`src/aofc_pkg.sv`:
```
// package for the converter output format control block
// Notes on behaviour
// - stabilizer regenerates falling edge, 50% duty
// - stabilizer inactive below 20 MHz sample rate
// - unlocked stabilizer is bypassed, raw duty used
// - power-down by register bit or pin
// - power-down three-states every output driver
// - pin low wakes; wake grows with downtime
// - register standby keeps reference, faster wake
// - pin mode: format and stabilizer pins
// - register mode: binary, twos, gray formats
// - output enable bar pin three-states data
// - register 0x14 three-states each channel
// - data appears 12 sample clocks later
// - two data clocks, polarity selectable
// - 26 output bits with both channels
// - offset binary codes 000, 800, FFF
// - twos complement codes 800, 000, 7FF
package aofc_pkg;
  // register byte addresses
  localparam logic [11:0] CTRL_ADDR   = 12'h008;
  localparam logic [11:0] STAT_ADDR   = 12'h00C;
  localparam logic [11:0] OUTEN_ADDR  = 12'h014;
  // control register fields
  localparam int CTRL_REG_MODE = 0;
  localparam int CTRL_POWER_DOWN_CTRL     = 1;
  localparam int CTRL_STBY     = 2;
  localparam int CTRL_DCS      = 3;
  localparam int CTRL_FMT_LO   = 4;
  localparam int CTRL_DCO_INV  = 6;
  localparam logic [6:0] CTRL_RST = 7'h00;
  // output enable register fields
  localparam int OUTEN_A = 0;
  localparam int OUTEN_B = 1;
  localparam logic [1:0] OUTEN_RST = 2'h0;
  // status register fields
  localparam int STAT_LOCK  = 0;
  localparam int STAT_DCSON = 1;
  localparam int STAT_RATE  = 2;
  localparam int STAT_DOWN  = 3;
  localparam int STAT_WAKE  = 4;
  // timing
  localparam int CLK_MHZ      = 40;
  localparam int DCS_MIN_MHZ  = 20;
  localparam int MIN_PER_CYC  = CLK_MHZ / DCS_MIN_MHZ;
  localparam int RELOCK_NS    = 5000;
  localparam int RELOCK_CYC   = RELOCK_NS * CLK_MHZ / 1000;
  localparam int WAKE_MAX_NS  = 10000;
  localparam int WAKE_MAX_CYC = WAKE_MAX_NS * CLK_MHZ / 1000;
  localparam int STBY_WAKE_NS = 500;
  localparam int STBY_WAKE_CYC = STBY_WAKE_NS * CLK_MHZ / 1000;
  localparam int PIPE_DEPTH   = 12;
  localparam int DW           = 12;
  // output format codes
  typedef enum logic [1:0] {
    FMT_OFFBIN,
    FMT_TWOS,
    FMT_GRAY
  } aofc_fmt_e;
  // one channel word: flag and data
  typedef struct packed {
    logic          ovr;
    logic [DW-1:0] data;
  } aofc_word_s;
  // both channels, 26 bits
  typedef struct packed {
    aofc_word_s a;
    aofc_word_s b;
  } aofc_pair_s;
  typedef enum {
    PW_RUN,
    PW_DOWN,
    PW_WAKE
  } aofc_pwr_e;
endpackage

```
`src/aofc_top.sv`:
```
// converter output format, power and data clock control
//
// The register offsets and the APB register port were left to the implementer.
`timescale 1ns/1ps
module aofc_top (
  input  wire logic        clk_i,
  input  wire logic        arst_n_i,
  input  wire logic        ce_i,
  // apb slave
  input  wire logic        psel_i,
  input  wire logic        penable_i,
  input  wire logic        pwrite_i,
  input  wire logic [11:0] paddr_i,
  input  wire logic [31:0] pwdata_i,
  output logic [31:0]      prdata_o,
  output logic             pready_o,
  output logic             pslverr_o,
  // pins
  input  wire logic        smp_clk_i,
  input  wire logic        power_down_ctrl_i,
  input  wire logic        output_enable_bar_i,
  input  wire logic        format_pin_i,
  input  wire logic        stabilizer_pin_i,
  // converter core, signed lsb from midscale
  input  wire logic [12:0] core_a_i,
  input  wire logic [12:0] core_b_i,
  // outputs
  output logic [11:0]      data_a_o,
  output logic             ovr_a_o,
  output logic [11:0]      data_b_o,
  output logic             ovr_b_o,
  output logic             data_clock_out_a_o,
  output logic             data_clock_out_b_o,
  output logic             data_a_oe_n_o,
  output logic             data_b_oe_n_o,
  output logic             dco_oe_n_o
);

  typedef struct packed {
    logic [1:0]  sc;
    logic [1:0]  pd;
    logic [1:0]  output_enable_bar;
    logic [1:0]  fmt;
    logic [1:0]  duty_stabilizer;
    logic        sc_d;
    logic [7:0]  cnt;
    logic [7:0]  per;
    logic [7:0]  stab;
    logic        lock;
    logic        dclk;
    logic [6:0]  ctrl;
    logic [1:0]  outen;
    aofc_pkg::aofc_pwr_e pwr;
    logic [9:0]  down_cnt;
    logic [9:0]  wake_cnt;
    logic [aofc_pkg::PIPE_DEPTH-1:0][25:0] pipe;
    aofc_pkg::aofc_pair_s outw;
    logic        data_clock_out;
    logic        oe_a_n;
    logic        oe_b_n;
    logic        oe_c_n;
    logic [31:0] prdata;
    logic        pready;
    logic        pslverr;
  } aofc_st_s;

  aofc_st_s st_r;
  aofc_st_s st_nxt;

  // clamp and encode one core sample
  function automatic aofc_pkg::aofc_word_s fmt_word(
    input logic [12:0] v,
    input logic [1:0]  f
  );
    aofc_pkg::aofc_word_s w;
    logic [11:0] ob;
    w = '0;
    if (v[12] != v[11]) begin
      w.ovr = 1'b1;
      ob    = v[12] ? 12'h000 : 12'hFFF;
    end else begin
      ob = {~v[11], v[10:0]};
    end
    case (f)
      2'h1:    w.data = {~ob[11], ob[10:0]};
      2'h2:    w.data = ob ^ {1'b0, ob[11:1]};
      default: w.data = ob;
    endcase
    return w;
  endfunction

  logic       rise;
  logic       reg_mode;
  logic       pd_req;
  logic       stby;
  logic       dcs_en;
  logic       rate_ok;
  logic       dcs_on;
  logic [1:0] fmt_sel;
  logic       running;
  logic       setup;
  logic [31:0] rd;

  // live mode decode
  always_comb begin
    rise     = st_r.sc[1] & ~st_r.sc_d;
    reg_mode = st_r.ctrl[aofc_pkg::CTRL_REG_MODE];
    stby     = st_r.ctrl[aofc_pkg::CTRL_STBY];
    pd_req   = st_r.pd[1] | st_r.ctrl[aofc_pkg::CTRL_POWER_DOWN_CTRL] | stby;
    dcs_en   = reg_mode ? st_r.ctrl[aofc_pkg::CTRL_DCS] : st_r.duty_stabilizer[1];
    fmt_sel  = reg_mode ? st_r.ctrl[aofc_pkg::CTRL_FMT_LO +: 2] : {1'b0, st_r.fmt[1]};
    rate_ok  = (st_r.per != 8'h00) && (st_r.per <= 8'(aofc_pkg::MIN_PER_CYC));
    dcs_on   = dcs_en & st_r.lock & rate_ok;
    running  = (st_r.pwr == aofc_pkg::PW_RUN);
    setup    = psel_i & ~penable_i;
  end

  // register read mux
  always_comb begin
    rd = 32'h0000_0000;
    case (paddr_i)
      aofc_pkg::CTRL_ADDR:  rd[6:0] = st_r.ctrl;
      aofc_pkg::OUTEN_ADDR: rd[1:0] = st_r.outen;
      aofc_pkg::STAT_ADDR: begin
        rd[aofc_pkg::STAT_LOCK]  = st_r.lock;
        rd[aofc_pkg::STAT_DCSON] = dcs_on;
        rd[aofc_pkg::STAT_RATE]  = rate_ok;
        rd[aofc_pkg::STAT_DOWN]  = (st_r.pwr == aofc_pkg::PW_DOWN);
        rd[aofc_pkg::STAT_WAKE]  = (st_r.pwr == aofc_pkg::PW_WAKE);
      end
      default: rd = 32'h0000_0000;
    endcase
  end

  // next state
  always_comb begin
    st_nxt = st_r;
    // pin synchronisers
    st_nxt.sc   = {st_r.sc[0], smp_clk_i};
    st_nxt.pd   = {st_r.pd[0], power_down_ctrl_i};
    st_nxt.output_enable_bar  = {st_r.output_enable_bar[0], output_enable_bar_i};
    st_nxt.fmt  = {st_r.fmt[0], format_pin_i};
    st_nxt.duty_stabilizer  = {st_r.duty_stabilizer[0], stabilizer_pin_i};
    st_nxt.sc_d = st_r.sc[1];

    // apb slave, one wait state
    st_nxt.pready  = 1'b0;
    st_nxt.pslverr = 1'b0;
    if (setup) begin
      st_nxt.prdata = 32'h0000_0000;
    end
    if (psel_i && penable_i && !st_r.pready) begin
      st_nxt.pready = 1'b1;
      case (paddr_i)
        aofc_pkg::CTRL_ADDR: begin
          if (pwrite_i) begin
            st_nxt.ctrl = pwdata_i[6:0];
          end
        end
        aofc_pkg::OUTEN_ADDR: begin
          if (pwrite_i) begin
            st_nxt.outen = pwdata_i[1:0];
          end
        end
        aofc_pkg::STAT_ADDR: begin
          if (pwrite_i) begin
            st_nxt.pslverr = 1'b1;
          end
        end
        default: st_nxt.pslverr = 1'b1;
      endcase
      if (!pwrite_i) begin
        st_nxt.prdata = rd;
      end
    end

    // sample period measure
    if (st_r.cnt != 8'hFF) begin
      st_nxt.cnt = st_r.cnt + 8'h01;
    end
    if (rise) begin
      st_nxt.cnt = 8'h01;
      st_nxt.per = st_r.cnt;
      if (st_r.cnt != st_r.per || !dcs_en) begin
        st_nxt.stab = 8'h00;
        st_nxt.lock = 1'b0;
      end
    end
    if (!dcs_en) begin
      st_nxt.stab = 8'h00;
      st_nxt.lock = 1'b0;
    end else if (!st_r.lock && !(rise && st_r.cnt != st_r.per)) begin
      if (st_r.stab == 8'(aofc_pkg::RELOCK_CYC - 1)) begin
        st_nxt.lock = 1'b1;
      end else begin
        st_nxt.stab = st_r.stab + 8'h01;
      end
    end

    // internal clock regeneration
    if (dcs_on) begin
      if (rise) begin
        st_nxt.dclk = 1'b1;
      end else if (st_r.cnt == {1'b0, st_r.per[7:1]}) begin
        st_nxt.dclk = 1'b0;
      end
    end else begin
      st_nxt.dclk = st_r.sc[1];
    end

    // power state
    case (st_r.pwr)
      aofc_pkg::PW_RUN: begin
        if (pd_req) begin
          st_nxt.pwr      = aofc_pkg::PW_DOWN;
          st_nxt.down_cnt = 10'h000;
        end
      end
      aofc_pkg::PW_DOWN: begin
        if (st_r.down_cnt != 10'(aofc_pkg::WAKE_MAX_CYC)) begin
          st_nxt.down_cnt = st_r.down_cnt + 10'h001;
        end
        if (!pd_req) begin
          st_nxt.pwr = aofc_pkg::PW_WAKE;
          if (stby) begin
            st_nxt.wake_cnt = 10'(aofc_pkg::STBY_WAKE_CYC);
          end else begin
            st_nxt.wake_cnt = st_r.down_cnt;
          end
        end
      end
      aofc_pkg::PW_WAKE: begin
        if (pd_req) begin
          st_nxt.pwr = aofc_pkg::PW_DOWN;
        end else if (st_r.wake_cnt == 10'h000) begin
          st_nxt.pwr = aofc_pkg::PW_RUN;
        end else begin
          st_nxt.wake_cnt = st_r.wake_cnt - 10'h001;
        end
      end
      default: st_nxt.pwr = aofc_pkg::PW_DOWN;
    endcase
    // standby latches wake choice until exit
    if (st_r.pwr == aofc_pkg::PW_DOWN && stby) begin
      st_nxt.down_cnt = 10'(aofc_pkg::STBY_WAKE_CYC);
    end

    if (rise && running) begin
      st_nxt.pipe[0] = {fmt_word(core_a_i, fmt_sel), fmt_word(core_b_i, fmt_sel)};
      for (int i = 1; i < aofc_pkg::PIPE_DEPTH; i++) begin
        st_nxt.pipe[i] = st_r.pipe[i-1];
      end
      st_nxt.outw = st_r.pipe[aofc_pkg::PIPE_DEPTH-1];
    end

    st_nxt.data_clock_out = st_r.dclk ^ st_r.ctrl[aofc_pkg::CTRL_DCO_INV];

    st_nxt.oe_c_n = ~running;
    st_nxt.oe_a_n = ~running | st_r.output_enable_bar[1] | st_r.outen[aofc_pkg::OUTEN_A];
    st_nxt.oe_b_n = ~running | st_r.output_enable_bar[1] | st_r.outen[aofc_pkg::OUTEN_B];
  end

  // single state register
  always_ff @(posedge clk_i or negedge arst_n_i) begin
    if (!arst_n_i) begin
      st_r        <= '0;
      st_r.ctrl   <= aofc_pkg::CTRL_RST;
      st_r.outen  <= aofc_pkg::OUTEN_RST;
      st_r.pwr    <= aofc_pkg::PW_RUN;
      st_r.oe_a_n <= 1'b1;
      st_r.oe_b_n <= 1'b1;
      st_r.oe_c_n <= 1'b1;
    end else if (ce_i) begin
      st_r <= st_nxt;
    end
  end

  // outputs straight from flops
  assign prdata_o           = st_r.prdata;
  assign pready_o           = st_r.pready;
  assign pslverr_o          = st_r.pslverr;
  assign data_a_o           = st_r.outw.a.data;
  assign ovr_a_o            = st_r.outw.a.ovr;
  assign data_b_o           = st_r.outw.b.data;
  assign ovr_b_o            = st_r.outw.b.ovr;
  assign data_clock_out_a_o = st_r.data_clock_out;
  assign data_clock_out_b_o = st_r.data_clock_out;
  assign data_a_oe_n_o      = st_r.oe_a_n;
  assign data_b_oe_n_o      = st_r.oe_b_n;
  assign dco_oe_n_o         = st_r.oe_c_n;

endmodule // aofc_top

```
`config.mk`:
```
export PLATFORM = sky130hd
export DESIGN_NAME = aofc_top
export DESIGN_NICKNAME = d
export VERILOG_FILES = /design/src/aofc_pkg.sv /design/src/aofc_top.sv
export SDC_FILE = /design/constraint.sdc
export NUM_CORES = 1
export LEC_CHECK = 0
export BUFFER_PORTS_ARGS = -buffer_cell sky130_fd_sc_hd__buf_4
export CAP_MARGIN = 5
export CORE_AREA = 5 5 201 203
export DETAILED_ROUTE_END_ITERATION = 8
export DIE_AREA = 0 0 206 208
export PLACE_DENSITY = 0.67
export SYNTH_ARGS = -nofsm -noshare
export SYNTH_HDL_FRONTEND = slang
export SYNTH_SLANG_ARGS = --single-unit
```
`constraint.sdc`:
```
create_clock -name clk_i -period 4 [get_ports clk_i]
set_input_delay 0.8 -clock clk_i [delete_from_list [all_inputs] [get_ports clk_i]]
set_output_delay 0.8 -clock clk_i [all_outputs]
set_load 0.005 [all_outputs]
```
==> results.toml, run 1 <==
[clock_tree]
clkSlewWorstSetupHoldPaths_ps = 60
cts_repair_resize_count = 0
insertion_delay_ps = 570
cts_root_buffer = "clkbuf_16"
cts_htree_levels = 2
numCtsBuffers = 46
post_cts_buffers = 0
cts_tree = "done"
cts_sinks = 444
ctsLongestPathBuffers = 3
cts_hold_buffers = 0

[routing]
ant_nets = 0
drc = 0
via_per_inst = 5.00
firstDrtPassIters = 5
wl_per_cell_um = 13.3
first_iter_violations = 898
wl_um = 35100
vias = 13210

[setup_path]
crit_path_max_incr_delay_ps = 530
worstPathArrival_ps = 2980
crit_family = "compound AO/OA/AOI/OAI gates"
path_buf_inv = 1
rr_worst_depth = 6
critPathKind = "flip-flop to flip-flop"
crit_chain = "mux2i_1, ha_1, or2_0, buf_4, a221oi_1, o21ai_1"
crit_path_end_kind = "flip-flop"
critPathLaunch = "reg_mode$_DFFE_PN0P_"
cp_slowest_cell = "ha_1"
start_kind = "flip-flop"
worstPathRequired_ps = 4440
ff2ff_setup_slack_ps = 1460
timing.rr.end = "st_r[77]$_DFFE_PN0P_"
timing.rr.start = "reg_mode$_DFFE_PN0P_"
crit_fanout = 26

[timing]
tightest_slew_ps = 996
min_period_ps = 2540
worst_hold_slack_ps = 251
setup_ws_ps = 1460
period_share = 0.636
hold_violations = 0
fin_setup_tns_ps = 0
maxSlewViolCount = 0
max_freq_mhz = 393
maxSlewHeadroom = 0.336
rsz0062_at_grt = "no"
fin_skew_ps = 14.1
setup_viol = 0

[layout]
final_cell_mix = "nand2_1, dfrtp_1, buf_4"
drive_above_1_share = 0.127
syn2layout_area_growth_pct = 13.3
fill_cells = 3442
final_common_cell = "nand2_1"
n_antenna_cell = 0
final_util = 0.557
nets = 2182
stdcell_count = 2643
fin_area_um2 = 21300

[synth]
synth_cells = 2063
syn_avg_cell_area_um2 = 9.13
ys_seq_area_frac = 0.590
ys_warn_count = 0
synth.cell_area_um2 = 18800
synth-edff-count = 0
synth_cell_types = 66
ys_ff_latch = 444
synth_top_area_share = 0.586
syn_nets = 2155
synthArstFlopShare = 1.00
ys_top_cells_by_area = "dfrtp_1, nand2_1, buf_4, mux2_2, nor2_1"
synth_area_leader_cell = "dfrtp_1"
synth-main-ff-cell = "dfrtp_1"

[placed_design]
placedCellCount = 2560
place_congestion = 0.808
dpl-instance-area_um2 = 19700
portBuffers = 120
dp_slack_ps = 1180
dp_hpwl_um = 21400

[global_route]
grt_max_degree = 237
first_global_vias = 12945
antenna_found_initial = 0
grt_first_pass_wirelength_um = 62200
overflow = 0
grt.total_usage = 0.169

[floorplan]
num_rows = 72
die_area_um2 = 42800
die_y_um = 208
core_um2 = 38300
die_x_um = 206
io-pin-count = 146
start_util = 0.492

[power]
p_total_mw = 12.0
power_per_cell_area_nw_per_um2 = 564
ir_worst_vdd_v = 0.000357
p_leak_nw = 11.5

[flow_run]
cap_violations = 0

[run_status]
run_status = "finished, final reports clean"

[worst_hold_path]
hold_class = "input port to async pin"
-- per-layer routing --
metal,GRT usage,part of all wire
met5,0,0
met2,0.253,0.45
met3,0.0383,0.049
met1,0.252,0.48
met4,0.0385,0.019
-- cell families after synthesis --
kind of cell / after synthesis / synth area share
AOI/OAI and AO/OA: 148 / 0.0506
xor gates and xnor gates: 25 / 0.0116
adders and majority gates: 11 / 0.00731
buffers and inverters: 177 / 0.0523
DFF: 444 / 0.590
muxes: 48 / 0.0278
and+or+nand+nor: 1210 / 0.260
-- synthesized netlist by cell type, types with 3 or more instances --
library cell	count
mux2i_1	14
dfrtp_1	441
nor2_1	56
nor3_1	10
dfstp_2	3
nor2b_1	4
o22ai_1	3
o31ai_1	6
o2bb2ai_1	3
o21ai_0	32
xnor2_1	11
inv_1	18
clkbuf_1	47
nor3b_1	3
nand3_1	13
and3_1	11
a22oi_1	5
a21oi_1	25
nand2b_1	13
a31oi_1	5
buf_4	72
o21ai_1	28
nor4_1	6
buf_2	40
xor2_1	14
ha_1	11
or3_1	4
a221oi_1	18
o21a_1	3
mux2_2	34
nand4_1	10
nand2_1	1030
and2_1	26
-- flip-flops by register name, indices dropped and copies added, names as in the netlist, 6 cells and up --
name and flops:
data_a_o 12, data_b_o 12, prdata_o 32, st_nxt 6, st_r 373
-- area by class of cell --
| cell class | count | area (um^2) | area share |
|---|---|---|---|
| clock inverters | 16 | 228 | 0.0107 |
| repair buffers | 138 | 1160 | 0.0542 |
| multi-input cells | 1442 | 6740 | 0.316 |
| inverters | 18 | 67.6 | 0.00317 |
| well taps | 518 | 648 | 0.0304 |
| flip-flops and latches | 444 | 11100 | 0.521 |
| clock buffers | 67 | 1390 | 0.0652 |
-- worst max-delay path by stage --
stage	end	slack (ps)	cells after the start
finish	st_r[77]$_DFFE_PN0P_	1460	6
global placement	st_r[255]$_DFFE_PN0P_	1190	7
detailed placement	st_r[332]$_DFFE_PN0P_	1180	7
floorplan	st_r[81]$_DFFE_PN0P_	1870	9
CTS	st_r[77]$_DFFE_PN0P_	1470	6
global route	st_r[77]$_DFFE_PN0P_	1320	6
-- power by group --
| group | leakage [nW] | internal [mW] | switching, mW |
|---|---|---|---|
| sequential | 6.04 | 5.32 | 0.534 |
| combinational | 4.69 | 0.682 | 1.04 |
| clock | 0.807 | 2.74 | 1.73 |
-- worst reg2reg max path, stage by stage (launching register included) --
cell      delay (ps)
dfrtp_1          500
mux2i_1          280
ha_1             530
or2_0            320
buf_4            210
a221oi_1         480
o21ai_1          100
Power figures use the tool's default switching activity.
==> run 2, diff against run 1 <==
==> constraint.sdc (replaced) <==
create_clock -name clk_i -period 2.4 [get_ports clk_i]
set_input_delay 0.48 -clock clk_i [delete_from_list [all_inputs] [get_ports clk_i]]
set_output_delay 0.48 -clock clk_i [all_outputs]
set_load 0.005 [all_outputs]
==> results.toml, run 2 (synthesis results as in run 1) <==
[floorplan]
io-pin-count = 146
core_um2 = 38300
die_area_um2 = 42800
die_y_um = 208
start_util = 0.492
die_x_um = 206
num_rows = 72

[global_route]
overflow = 0
grt.total_usage = 0.170
grt_first_pass_wirelength_um = 62800
antenna_found_initial = 0
grt_max_degree = 121
first_global_vias = 13192

[timing]
tightest_slew_ps = 687
maxSlewViolCount = 0
rsz0062_at_grt = "no"
min_period_ps = 2110
setup_viol = 0
maxSlewHeadroom = 0.538
hold_violations = 0
fin_skew_ps = 15.9
worst_hold_slack_ps = 146
max_freq_mhz = 474
fin_setup_tns_ps = 0
period_share = 0.879
setup_ws_ps = 291

[power]
p_leak_nw = 11.6
ir_worst_vdd_v = 0.000837
power_per_cell_area_nw_per_um2 = 922
clock_power_share = 0.356
combinationalPowerShare = 0.150
power.switching_mw = 5.53
cell_internal_pwr_mw = 14.2
pwr-share-seq = 0.494
switching_share = 0.280
p_total_mw = 19.7

[worst_hold_path]
hold_class = "input port to flip-flop"

[layout]
drive_above_1_share = 0.128
largest_reg_flops = 373
n_antenna_cell = 0
nets = 2198
largest-register = "st_r"
syn2layout_area_growth_pct = 13.8
final_cell_mix = "nand2_1, dfrtp_1, buf_4"
final_util = 0.560
final_common_cell = "nand2_1"

[clock_tree]
cts_sinks = 444
ctsLongestPathBuffers = 3
clkSlewWorstSetupHoldPaths_ps = 60
cts_tree = "done"
numCtsBuffers = 46
cts_htree_levels = 2
insertion_delay_ps = 570
cts_root_buffer = "clkbuf_16"

[setup_path]
crit_fanout = 11
worstPathArrival_ps = 2540
critPathKind = "flip-flop to flip-flop"
worstPathRequired_ps = 2830
crit_path_end_kind = "flip-flop"
start_kind = "flip-flop"

[routing]
firstDrtPassIters = 5
wl_um = 35500
vias = 13226
wl_per_cell_um = 13.4
via_per_inst = 4.98
first_iter_violations = 843
ant_nets = 0
drc = 0

[placed_design]
place_congestion = 0.866
dp_slack_ps = 350
dp_hpwl_um = 22100
portBuffers = 120

[run_status]
run_status = "finished, final reports clean"

[flow_run]
cap_violations = 0
## run 2: changes by cell type in the layout (fill, tap and decap cells not counted)
cell	change
clkbuf_1	+8
clkinvlp_4	+2
inv_6	+1
clkinv_4	-1
clkbuf_8	-3
bufinv_16	-3
clkinv_2	-6
dlygate4sd3_1	+1
buf_4	+9
buf_12	+6
## run 2: per-stage QoR
step / cells / cell area, um^2
global placement: 2575 / 19900
finish: 2657 / 21400
CTS: 2657 / 21400
detailed placement: 2575 / 19900
floorplan: 2063 / 18800
global route: 2657 / 21400
## run 2: path summary, 6_finish.rpt
kind | from | end | slack, ps | cells after the start
setup / recovery | st_r[396]$_DFFE_PN0P_ | st_r[383]$_DFFE_PN0P_ | 290 | 5
hold / removal | stabilizer_pin_i | st_nxt[465]$_DFFE_PN0P_ | 150 | 2
hold reg to reg | st_r[151]$_DFFE_PN0P_ | st_r[177]$_DFFE_PN0P_ | 450 | 2
setup reg to reg | st_r[396]$_DFFE_PN0P_ | st_r[383]$_DFFE_PN0P_ | 290 | 5
min in group asynchronous | arst_n_i | st_r[386]$_DFFE_PN0P_ | 460 | 2
max in group asynchronous | arst_n_i | st_r[309]$_DFFE_PN0P_ | 1150 | 3
## run 2: cell type report
cell class	instances	area (um^2)
clock buffer	72	1380
clock inverter	9	123
fill	3402	16900
inverter	18	67.6
multi-input combinational	1442	6740
sequential	444	11100
tap	518	648
timing repair buffer	154	1350
## run 2: metal layers
layer	routed length, um	up-vias	track usage
met3	1640	46	0.0333
li1	-	6589	-
met4	668	0	0.0470
met1	17500	6363	0.256
met5	0	-	0
met2	15800	228	0.254
## run 2: power by group through the flow
stage	clock [mW]	sequential, mW	combinational (mW)
6_report	7.02	9.76	2.96
4_1_cts	7.22	9.76	3.00
3_3_place_gp	0	9.83	2.86
5_1_grt	7.51	9.94	3.45
2_1_floorplan	0	9.58	2.24
3_5_place_dp	0	9.88	2.96
## run 2: what timing repair did
action                                 CTS  global route
endpoints found under the hold margin   47             0
gates resized for setup                  0             0
hold buffers                             1             0
setup buffers                            0             0
## run 2: critical path: stages (launching register included)
cell and delay [ps]:
dfrtp_1 500, nand2b_1 350, nor4_1 650, a21oi_1 140, o21ai_0 220, o21ai_1 120
